`config.mk`:
```
export PLATFORM = sky130hd
export DESIGN_NAME = dtc_top
export DESIGN_NICKNAME = d
export VERILOG_FILES = /design/src/include/dtc_pkg.sv /design/src/verilog/dtc_unit.sv /design/src/verilog/dtc_top.sv
export VERILOG_INCLUDE_DIRS = /design/src /design/src/include
export SDC_FILE = /design/constraint.sdc
export NUM_CORES = 1
export LEC_CHECK = 0
export ABC_AREA = 1
export ABC_CLOCK_PERIOD_IN_PS = 2110
export BUFFER_PORTS_ARGS = -buffer_cell sky130_fd_sc_hd__buf_2
export CAP_MARGIN = 5
export CORE_UTILIZATION = 40
export CTS_BUF_LIST = sky130_fd_sc_hd__clkbuf_2
export DETAILED_ROUTE_END_ITERATION = 10
export GPL_TIMING_DRIVEN = 0
export PLACE_DENSITY = 0.58
export REMOVE_ABC_BUFFERS = 1
export SLEW_MARGIN = 0
export SYNTH_ARGS = -nofsm -noshare
export SYNTH_HDL_FRONTEND = slang
export SYNTH_SLANG_ARGS = --single-unit
```
`constraint.sdc`:
```
create_clock -name mclk_i -period 2.11 [get_ports mclk_i]
set_clock_uncertainty 0.1 [all_clocks]
set_input_delay 0.211 -clock mclk_i [delete_from_list [all_inputs] [get_ports mclk_i]]
set_output_delay 0.211 -clock mclk_i [all_outputs]
set_load 0.1 [all_outputs]
```
`src/include/dtc_cfg.svh`:
```
`ifndef DTC_CFG_SVH
`define DTC_CFG_SVH
`define DTC_ADDR_CTRL      8'h88
`define DTC_ADDR_MODE      8'h89
`define DTC_ADDR_U0_LOW    8'h8a
`define DTC_ADDR_U1_LOW    8'h8b
`define DTC_ADDR_U0_HIGH   8'h8c
`define DTC_ADDR_U1_HIGH   8'h8d
`define DTC_ADDR_IRQ_STAT  8'h90
`define DTC_ADDR_IRQ_MASK  8'h91
`define DTC_ADDR_ACK       8'h92
`define DTC_CTRL_U1_OVF    7
`define DTC_CTRL_U1_RUN    6
`define DTC_CTRL_U0_OVF    5
`define DTC_CTRL_U0_RUN    4
`define DTC_CTRL_X1_PEND   3
`define DTC_CTRL_X1_TYPE   2
`define DTC_CTRL_X0_PEND   1
`define DTC_CTRL_X0_TYPE   0
`define DTC_MODE_U1_GATE   7
`define DTC_MODE_U1_SRC    6
`define DTC_MODE_U0_GATE   3
`define DTC_MODE_U0_SRC    2
`define DTC_RESET_BYTE     8'h00
`define DTC_PER_CLK_DIV    6
`define DTC_PRESCALE_MASK  8'h1f
`endif

```
`src/include/dtc_pkg.sv`:
```
package dtc_pkg;
    typedef logic [7:0] dtc_byte_t;
    typedef enum logic [1:0] {
        DTC_MODE_13BIT  = 2'b00,
        DTC_MODE_16BIT  = 2'b01,
        DTC_MODE_RELOAD = 2'b10,
        DTC_MODE_SPLIT  = 2'b11
    } dtc_mode_t;
endpackage

```
`src/verilog/dtc_unit.sv`:
```
`include "dtc_cfg.svh"
// One count unit: low/high bytes plus its count step, no registers of its own
module dtc_unit
    import dtc_pkg::*;
(
    // Configuration
    input  wire logic          split_i,
    input  dtc_pkg::dtc_mode_t mode_i,
    // Count enables
    input  wire logic          low_step_i,
    input  wire logic          high_step_i,
    // Current count
    input  dtc_pkg::dtc_byte_t low_i,
    input  dtc_pkg::dtc_byte_t high_i,
    // Next count
    output dtc_pkg::dtc_byte_t low_o,
    output dtc_pkg::dtc_byte_t high_o,
    output logic               low_ovf_o,
    output logic               high_ovf_o
);
    always_comb begin
        low_o      = low_i;
        high_o     = high_i;
        low_ovf_o  = 1'b0;
        high_ovf_o = 1'b0;
        case (mode_i)
            DTC_MODE_13BIT: begin
                if (low_step_i) begin
                    // Upper three prescaler bits are left as they are
                    low_o = (low_i & ~`DTC_PRESCALE_MASK) | ((low_i + 8'h01) & `DTC_PRESCALE_MASK);
                    if ((low_i & `DTC_PRESCALE_MASK) == `DTC_PRESCALE_MASK) begin
                        high_o     = high_i + 8'h01;
                        high_ovf_o = (high_i == 8'hff);
                    end
                end
            end
            DTC_MODE_16BIT: begin
                if (low_step_i) begin
                    low_o = low_i + 8'h01;
                    if (low_i == 8'hff) begin
                        high_o     = high_i + 8'h01;
                        high_ovf_o = (high_i == 8'hff);
                    end
                end
            end
            DTC_MODE_RELOAD: begin
                if (low_step_i) begin
                    if (low_i == 8'hff) begin
                        low_o      = high_i;
                        high_ovf_o = 1'b1;
                    end else begin
                        low_o = low_i + 8'h01;
                    end
                end
            end
            DTC_MODE_SPLIT: begin
                if (split_i) begin
                    if (low_step_i) begin
                        low_o     = low_i + 8'h01;
                        low_ovf_o = (low_i == 8'hff);
                    end
                    if (high_step_i) begin
                        high_o     = high_i + 8'h01;
                        high_ovf_o = (high_i == 8'hff);
                    end
                end
                // Otherwise hold the count
            end
            default: begin
                low_o = low_i;
            end
        endcase
    end
endmodule

```
`src/verilog/dtc_top.sv`:
```
`include "dtc_cfg.svh"
module dtc_top
    import dtc_pkg::*;
#(
    parameter int DIV = `DTC_PER_CLK_DIV
)(
    // Clock and reset
    input  wire logic          mclk_i,
    input  wire logic          reset_i,
    // Register port
    input  wire logic [7:0]    addr_i,
    input  dtc_pkg::dtc_byte_t wdata_i,
    input  wire logic          wr_i,
    input  wire logic          rd_i,
    output dtc_pkg::dtc_byte_t rdata_o,
    // Pins
    input  wire logic          ext_irq0_pin_i,
    input  wire logic          ext_irq1_pin_i,
    input  wire logic          unit0_count_pin_i,
    input  wire logic          unit1_count_pin_i,
    // Interrupt service acknowledges
    input  wire logic          unit0_ovf_ack_i,
    input  wire logic          unit1_ovf_ack_i,
    input  wire logic          ext_irq0_ack_i,
    input  wire logic          ext_irq1_ack_i,
    // Interrupt
    output logic               irq_o
);
    import dtc_pkg::*;

    typedef struct packed {
        dtc_byte_t   ctrl;
        dtc_byte_t   mode;
        dtc_byte_t   u0_low;
        dtc_byte_t   u0_high;
        dtc_byte_t   u1_low;
        dtc_byte_t   u1_high;
        logic [5:0]  stat;
        logic [5:0]  mask;
        logic [2:0]  div_cnt;
        logic [1:0]  cnt_smp;
        logic [1:0]  irq_smp;
        dtc_byte_t   rdata;
        logic        irq;
    } dtc_state_t;

    dtc_state_t st_r;
    dtc_state_t st_nxt;

    dtc_mode_t  u0_mode;
    dtc_mode_t  u1_mode;
    logic       per_tick;
    logic       u0_step;
    logic       u1_step;
    logic       u0_hstep;
    logic       u0_split;
    dtc_byte_t  u0_low_n;
    dtc_byte_t  u0_high_n;
    dtc_byte_t  u1_low_n;
    dtc_byte_t  u1_high_n;
    logic       u0_lovf;
    logic       u0_hovf;
    logic       u1_lovf;
    logic       u1_hovf;

    // Pick the count event: divided clock or a sampled falling pin edge
    function automatic logic count_event(input logic src, input logic tick, input logic prev, input logic pin);
        count_event = src ? (tick & prev & ~pin) : tick;
    endfunction

    function automatic logic unit_enabled(input logic run, input logic gate, input logic irq_pin);
        unit_enabled = run & (~gate | irq_pin);
    endfunction

    assign u0_mode  = dtc_mode_t'(st_r.mode[1:0]);
    assign u1_mode  = dtc_mode_t'(st_r.mode[5:4]);
    assign u0_split = (u0_mode == DTC_MODE_SPLIT);
    assign per_tick = (st_r.div_cnt == 3'(DIV - 1));

    // Count pins are sampled once per peripheral cycle; the gate pins are used directly
    assign u0_step = unit_enabled(st_r.ctrl[`DTC_CTRL_U0_RUN], st_r.mode[`DTC_MODE_U0_GATE], ext_irq0_pin_i) &
                     count_event(st_r.mode[`DTC_MODE_U0_SRC], per_tick, st_r.cnt_smp[0], unit0_count_pin_i);
    // Split mode takes unit-1 run away from unit 1
    assign u1_step = unit_enabled(st_r.ctrl[`DTC_CTRL_U1_RUN] & ~u0_split, st_r.mode[`DTC_MODE_U1_GATE],
                                  ext_irq1_pin_i) &
                     count_event(st_r.mode[`DTC_MODE_U1_SRC], per_tick, st_r.cnt_smp[1], unit1_count_pin_i);
    assign u0_hstep = st_r.ctrl[`DTC_CTRL_U1_RUN] & per_tick;

    dtc_unit u_unit0 (
        .split_i     (1'b1),
        .mode_i      (u0_mode),
        .low_step_i  (u0_step),
        .high_step_i (u0_hstep),
        .low_i       (st_r.u0_low),
        .high_i      (st_r.u0_high),
        .low_o       (u0_low_n),
        .high_o      (u0_high_n),
        .low_ovf_o   (u0_lovf),
        .high_ovf_o  (u0_hovf)
    );

    // Mode 11 on unit 1 means hold, so split is off
    dtc_unit u_unit1 (
        .split_i     (1'b0),
        .mode_i      (u1_mode),
        .low_step_i  (u1_step),
        .high_step_i (1'b0),
        .low_i       (st_r.u1_low),
        .high_i      (st_r.u1_high),
        .low_o       (u1_low_n),
        .high_o      (u1_high_n),
        .low_ovf_o   (u1_lovf),
        .high_ovf_o  (u1_hovf)
    );

    always_comb begin
        logic       ovf0;
        logic       ovf1;
        logic       x0_set;
        logic       x1_set;
        logic [5:0] ev;
        ovf0   = 1'b0;
        ovf1   = 1'b0;
        x0_set = 1'b0;
        x1_set = 1'b0;
        ev     = 6'h00;
        st_nxt = st_r;

        st_nxt.div_cnt = per_tick ? 3'h0 : st_r.div_cnt + 3'h1;
        if (per_tick) begin
            st_nxt.cnt_smp = {unit1_count_pin_i, unit0_count_pin_i};
            st_nxt.irq_smp = {ext_irq1_pin_i, ext_irq0_pin_i};
        end

        // Register writes; software stops a unit before preloading
        if (wr_i) begin
            case (addr_i)
                `DTC_ADDR_CTRL:     st_nxt.ctrl    = wdata_i;
                `DTC_ADDR_MODE:     st_nxt.mode    = wdata_i;
                `DTC_ADDR_U0_LOW:   st_nxt.u0_low  = wdata_i;
                `DTC_ADDR_U0_HIGH:  st_nxt.u0_high = wdata_i;
                `DTC_ADDR_U1_LOW:   st_nxt.u1_low  = wdata_i;
                `DTC_ADDR_U1_HIGH:  st_nxt.u1_high = wdata_i;
                `DTC_ADDR_IRQ_STAT: st_nxt.stat    = st_r.stat & ~wdata_i[5:0];
                `DTC_ADDR_IRQ_MASK: st_nxt.mask    = wdata_i[5:0];
                default:            st_nxt.mask    = st_r.mask;
            endcase
        end

        // Counting; a byte write in the same cycle wins
        if (!(wr_i && addr_i == `DTC_ADDR_U0_LOW))
            st_nxt.u0_low = u0_low_n;
        if (!(wr_i && addr_i == `DTC_ADDR_U0_HIGH))
            st_nxt.u0_high = u0_high_n;
        if (!(wr_i && addr_i == `DTC_ADDR_U1_LOW))
            st_nxt.u1_low = u1_low_n;
        if (!(wr_i && addr_i == `DTC_ADDR_U1_HIGH))
            st_nxt.u1_high = u1_high_n;

        ovf0 = u0_split ? u0_lovf : u0_hovf;
        ovf1 = (u0_split & u0_hovf) | u1_hovf;

        // External pins: low level or sampled falling edge
        x0_set = st_r.ctrl[`DTC_CTRL_X0_TYPE] ? (per_tick & st_r.irq_smp[0] & ~ext_irq0_pin_i)
                                              : ~ext_irq0_pin_i;
        x1_set = st_r.ctrl[`DTC_CTRL_X1_TYPE] ? (per_tick & st_r.irq_smp[1] & ~ext_irq1_pin_i)
                                              : ~ext_irq1_pin_i;

        // Acks clear (external pends only in edge mode), but a new event in the same cycle wins
        if (unit1_ovf_ack_i)
            st_nxt.ctrl[`DTC_CTRL_U1_OVF] = 1'b0;
        if (unit0_ovf_ack_i)
            st_nxt.ctrl[`DTC_CTRL_U0_OVF] = 1'b0;
        if (ext_irq1_ack_i && st_r.ctrl[`DTC_CTRL_X1_TYPE])
            st_nxt.ctrl[`DTC_CTRL_X1_PEND] = 1'b0;
        if (ext_irq0_ack_i && st_r.ctrl[`DTC_CTRL_X0_TYPE])
            st_nxt.ctrl[`DTC_CTRL_X0_PEND] = 1'b0;
        if (ovf1)
            st_nxt.ctrl[`DTC_CTRL_U1_OVF] = 1'b1;
        if (ovf0)
            st_nxt.ctrl[`DTC_CTRL_U0_OVF] = 1'b1;
        if (x1_set)
            st_nxt.ctrl[`DTC_CTRL_X1_PEND] = 1'b1;
        if (x0_set)
            st_nxt.ctrl[`DTC_CTRL_X0_PEND] = 1'b1;

        // Sticky status: ovf0, ovf1, x0, x1, u0 low-ovf in split, u1 low wrap
        ev = {u1_lovf | (u1_step && st_r.u1_low == 8'hff), u0_lovf, x1_set, x0_set, ovf1, ovf0};
        st_nxt.stat = st_nxt.stat | ev;
        st_nxt.irq  = |(st_nxt.stat & st_nxt.mask);

        st_nxt.rdata = 8'h00;
        if (rd_i) begin
            case (addr_i)
                `DTC_ADDR_CTRL:     st_nxt.rdata = st_r.ctrl;
                `DTC_ADDR_MODE:     st_nxt.rdata = st_r.mode;
                `DTC_ADDR_U0_LOW:   st_nxt.rdata = st_r.u0_low;
                `DTC_ADDR_U0_HIGH:  st_nxt.rdata = st_r.u0_high;
                `DTC_ADDR_U1_LOW:   st_nxt.rdata = st_r.u1_low;
                `DTC_ADDR_U1_HIGH:  st_nxt.rdata = st_r.u1_high;
                `DTC_ADDR_IRQ_STAT: st_nxt.rdata = {2'h0, st_r.stat};
                `DTC_ADDR_IRQ_MASK: st_nxt.rdata = {2'h0, st_r.mask};
                default:            st_nxt.rdata = 8'h00;
            endcase
        end
    end

    always_ff @(posedge mclk_i or posedge reset_i) begin
        if (reset_i) begin
            st_r <= '0;
        end else begin
            st_r <= st_nxt;
        end
    end

    assign rdata_o = st_r.rdata;
    assign irq_o   = st_r.irq;
endmodule

```
Word-level counts from Yosys, hierarchy flattened
Cells that the tools add are included.

cells by class
  multiplexer cells = 67
  reduce and logical (&&, ||, !) cells = 31
  eq/ne operators = 45
  bitwise logic cells = 31
  add/sub/neg operators = 5

operator list
  kind                                                                     count
  8-bit two-way mux                                                        28
  8-bit equality test, second input constant                               12
  8-bit one-hot mux with 3 select lines                                    3
  8-bit one-hot mux with 8 select lines                                    1
  60-bit two-way mux                                                       1
  8-bit by 1-bit adder with 8-bit output, second input constant            4
  3-bit inequality test, second input constant                             10
  1-bit two-way mux                                                        28
  3-bit nonzero test                                                       9
  2-bit inequality test, second input constant                             9
  8-bit by 5-bit OR with 8-bit output                                      2
  8-bit one-hot mux with 2 select lines                                    1
  1-bit AND                                                                15
  6-bit AND                                                                2
  6-bit two-way mux                                                        2
  3-bit by 2-bit inequality test with 1-bit output, second input constant  4
  2-bit AND reduction                                                      6
  5-bit equality test, second input constant                               2
  2-bit equality test, second input constant                               4
  1-bit one-hot mux with 4 select lines                                    2
  8-bit AND reduction                                                      1
  1-bit logical AND                                                        7
  1-bit NOT                                                                7
  7-bit AND reduction                                                      1
  14 further kinds                                                         18

storage, ports and cells
  register bits = 76

Depth between registers and ports, before layout
  depth in word-level cells = 12
  mapped depth = 12
  depth with buffers taken out = 12

Cells and area by module
Synthesis repeated with hierarchy kept, for this count alone.

second synthesis, totals
  cells, all modules = 854
  area total of the unflattened synthesis = 5670.4 um^2

by module, submodules not included
  module              cells each  area an instance (um^2)  instances
  dtc_top             466         3704.8                   1
  dtc_unit (u_unit0)  189         1007.2                   1
  dtc_unit (u_unit1)  199         958.4                    1

Worst setup path before layout
No wires, ideal clock.

  path kind = flip-flop to flip-flop
  from = reg st_r[52] (netlist name)
  to = reg st_r[45] (netlist name)
  slack = 0.230 ns
  buffers on the path = 1
  arrival time = 1.654 ns
  clock period less this slack = 1.880 ns
  cell stages (with the launch flop) = 12
  cell sequence = dfrtp_1 -> ha_1 -> nand3_1 -> inv_1 -> ha_1 -> a21oi_1 -> a21oi_1 -> o211ai_1 -> nand2_1 -> buf_4 -> nand2_1 -> o21ai_0

on the way
  longest elaborated chain between the ends = 3
  elaborated cells between the ends (all ways) = 5

ends and longest elaborated chain
  item                                                               RTL line        RTL
  from (decl)                                                        dtc_top.sv:47   dtc_state_t st_r;
  from (signal assigned)                                             dtc_top.sv:212  st_r <= st_nxt;
  8-bit equality test or 5-bit equality test (tied branches)         -
  3-bit by 2-bit inequality test with 1-bit output (no source line)  -
  8-bit AND reduction (no source line) (*)                           -

Every way passes the cells marked *; elsewhere a longest branch is shown, timed or not.
A chain may end at the register's enable or synchronous reset.

==> impl_metrics.csv <==
group,metric,value,unit
status,status,"completed",
placed_design,hpwl,11.3,mm
global_routing,grt_pass1_wl,23.9,mm
drt,routed_wl,15.1,mm
pwr,powerDensity,718,nW/um^2
timing,fmaxAchievable,0.489,GHz
logic_synthesis,synthSimpleGateAreaFrac,28.6,%
cts,clock_latency,610,ps
floorplanning,die-area,12700,um^2
floorplanning,chipHeight,113,um
cts,clock-sinks,76,
worst_setup_path,cp_data_required_time,2560,ps
finish,drive_gt1_share,12.6,%
floorplanning,start_util,40.8,%
finish,antenna_cells,0,
worst_setup_path,critPathMaxFanout,9,
global_routing,grt_antenna_before_repair,0,
floorplanning,fp.dieW,113,um
global_routing,grt_max_degree,65,
finish,nNetsFinal,792,
floorplanning,core,12000,um^2
cts,cts_root_buf,"clkbuf_2",
worst_setup_path,crit_start,"addr_i[1]",
pwr,p_leak,0.00283,uW
global_routing,grt_overflow,0,
drt,antenna_left,0,
timing,fin_crit,2050,ps
global_routing,track_usage,24.9,%
drt,routedWlPerCell,16.7,um
pwr,total_power,4100,uW
global_routing,grt_pass1_vias,4613,
cts,clk_pin_slew,250,ps
placed_design,routabilityCongestion,0.903,
cts,cts_buffers,9,
drt,via_count,4873,
logic_synthesis,synthMuxAreaShare,0,%
timing,slew_violations,0,
worst_setup_path,reg2regPathDepth,11,
logic_synthesis,ys_ff_latch,76,
finish,area_delta_synth_final,16.8,%
logic_synthesis,synthCells,693,
drt,drtPass1Iterations,5,
worst_setup_path,setup.worst_path.start_class,"input port",
drt,drt-initial-drc-count,419,
timing,period_share,97.0,%
timing,final_hold_viol_count,0,
timing,max_slew_margin,48.3,%
pwr,ir_drop,0.359,mV
logic_synthesis,ys_seq_area_share,38.9,%
cts,htreeDepth,3,
placed_design,port_buffers,36,
timing,worstMarginPinSlew,773,ps
timing,setup-violations-final,0,
logic_synthesis,synthDistinctLibCells,29,
floorplanning,rows,40,
logic_synthesis,synth_compound_area_share,17.1,%
hold_path,hold_path_depth,5,
worst_setup_path,worstSetupPathType,"input port to register",
placed_design,dpl-instance-area,5160,um^2
logic_synthesis,synthAdderAreaFrac,2.56,%
worst_setup_path,crit_arrival,2500,ps
timing,tns,0,ps
logic_synthesis,syn_area,4890,um^2
finish,fin_area,5710,um^2
worst_setup_path,critPathCaptureType,"register",
worst_setup_path,worstReg2RegStart,"st_r[53]",
floorplanning,num_io_pins,37,
run,drv_cap,0,
worst_setup_path,crit_top_cell,"nand2_1",
hold_path,hold_class,"input port to register",
worst_setup_path,cp-endpoint,"irq_o",
worst_setup_path,cp_slowest_stage_delay,600,ps
drt,viasPerCell,5.38,
cts,cts_buffer_depth,2,
logic_synthesis,synth_top_family_by_area,"simple AND/OR/NAND/NOR gates",
drt,drc,0,
logic_synthesis,avgSynthCellArea,7.05,um^2
cts,cts_tree,"built",
worst_setup_path,r2r-end,"st_r[51]",
worst_setup_path,worstPathCellList,"dlygate4sd3_1 -> buf_2 -> inv_1 -> nand2_1 -> nor2_4 -> nand4_1 -> dlygate4sd3_1 -> nand2_1 -> nand2_1 -> nand2_1 -> nor2_1 -> nand3_1",
worst_setup_path,worst_path_max_delay_cell,"dlygate4sd3_1",
logic_synthesis,yosysWarnings,0,
worst_setup_path,r2r_slack,130,ps
logic_synthesis,synth_xor_area_share,2.51,%
## cells by family (layout without fill, tap and decap cells)
| kind of cell | count (synthesis) | count (layout) |
|---|---|---|
| AND/OR/NAND/NOR | 321 | 323 |
| AO/OA/AOI/OAI | 150 | 150 |
| buffers and inverters | 122 | 186 |
| flip-flops | 76 | 76 |
| XOR/XNOR | 14 | 14 |
| adder cells (fa/ha/maj) | 10 | 10 |
## cells in the mapped netlist
master      n  share of area [%]
nand2_2     1               0.13
o211ai_1   15                2.3
o22ai_1    21                2.7
nor2_2      3               0.38
o21bai_1    5               0.77
o21ai_1     1               0.10
buf_4      10                1.5
inv_2       2               0.15
a31oi_1     2               0.26
buf_2       7               0.72
nor3_1      8               0.82
o31ai_1     2               0.31
clkbuf_1    3               0.23
inv_1     100                7.7
or2_2       2               0.26
nor3_4      2               0.67
nor2_4      1               0.23
nor2_1     53                4.1
nand2_1   179                 14
a21oi_1    19                1.9
nand3b_1    1               0.15
xor2_1     11                2.0
xnor2_1     3               0.54
o21ai_0    85                8.7
dfrtp_1    76                 39
nand4_1    14                1.8
ha_1       10                2.6
nand3_1    52                5.3
nand3_2     5                1.0
## registers in the layout, indices dropped and copies added, names as in the netlist
name	flops
irq_o	1
rdata_o	8
st_r	67
## how the worst min path moves through the flow
stage | to | startpoint | slack (ps)
final | st_r[23] | addr_i[0] | 60
after global routing | st_r[23] | addr_i[0] | 60
after CTS | st_r[23] | addr_i[0] | 5
after detailed placement | st_r[47] | reset_i | 50
after global placement | st_r[73] | unit0_ovf_ack_i | 330
after floorplan | st_r[73] | unit0_ovf_ack_i | 220
## worst max-delay path: cells and delay by family
kind	cells	cell delay, ps
buf+inv	4	1380
simple gates	8	890
## per-layer routing
| layer | GRT usage [%] | routed length [um] | vias to the layer above |
|---|---|---|---|
| met5 | 0 | 0 | - |
| met2 | 38.8 | 6910 | 152 |
| met1 | 33.9 | 6820 | 2288 |
| met4 | 11.9 | 539 | 0 |
| li1 | - | - | 2398 |
| met3 | 3.73 | 832 | 35 |
## layout make-up
class                           instances  area, um^2
Sequential cell                        76        1900
Timing Repair Buffer                   68         508
Clock buffer                           10        50.0
Inverter                              102         385
Tap cell                              147         184
Fill cell                            1200        6250
Clock inverter                          6        72.6
Multi-Input combinational cell        497        2600
## repair_timing
item | CTS | global route
setup endpoints to repair | 17 | 34
setup buffers | 0 | 4
gates resized for setup | 4 | 29
cloned | 0 | 2
hold endpoints to repair | 125 | 0
pin swaps | 0 | 10
hold buffers | 27 | 0
## through the flow
stage | util (%) | cells | setup WS (ps) | hold slack [ps]
after floorplan | - | 673 | -139 | 218
after detailed placement | 43.1 | 857 | -357 | 48.4
after global routing | 47.7 | 906 | -6.84 | 55.2
after global placement | 42.9 | 856 | -1260 | 326
final | 47.7 | 906 | 63.7 | 63.6
after CTS | 46.5 | 900 | 15.2 | 5.45
## power breakdown
part | internal [uW] | switching, uW | total (uW)
combinational | 536 | 772 | 1310
clock | 291 | 595 | 886
sequential | 1650 | 253 | 1900
total | 2480 | 1620 | 4100
## cells in the final DEF, fill, tap and decap left out, types with 3 or more instances in the layout
master	netlist	final
nand2_1	179	174
inv_1	100	99
o21ai_0	85	80
dfrtp_1	76	74
nor2_1	53	50
nand3_1	52	49
buf_2	7	36
dlygate4sd3_1	0	27
o22ai_1	21	21
a21oi_1	19	18
o211ai_1	15	15
nand4_1	14	14
xor2_1	11	11
clkbuf_2	0	10
nand2_2	1	7
ha_1	10	7
nand3_2	5	6
nor3_1	8	6
o21ai_1	1	5
o21bai_1	5	5
nor2_2	3	4
buf_4	10	4
nor2_4	1	3
xnor2_1	3	3
No activity file was read; power rests on OpenSTA's default activity.
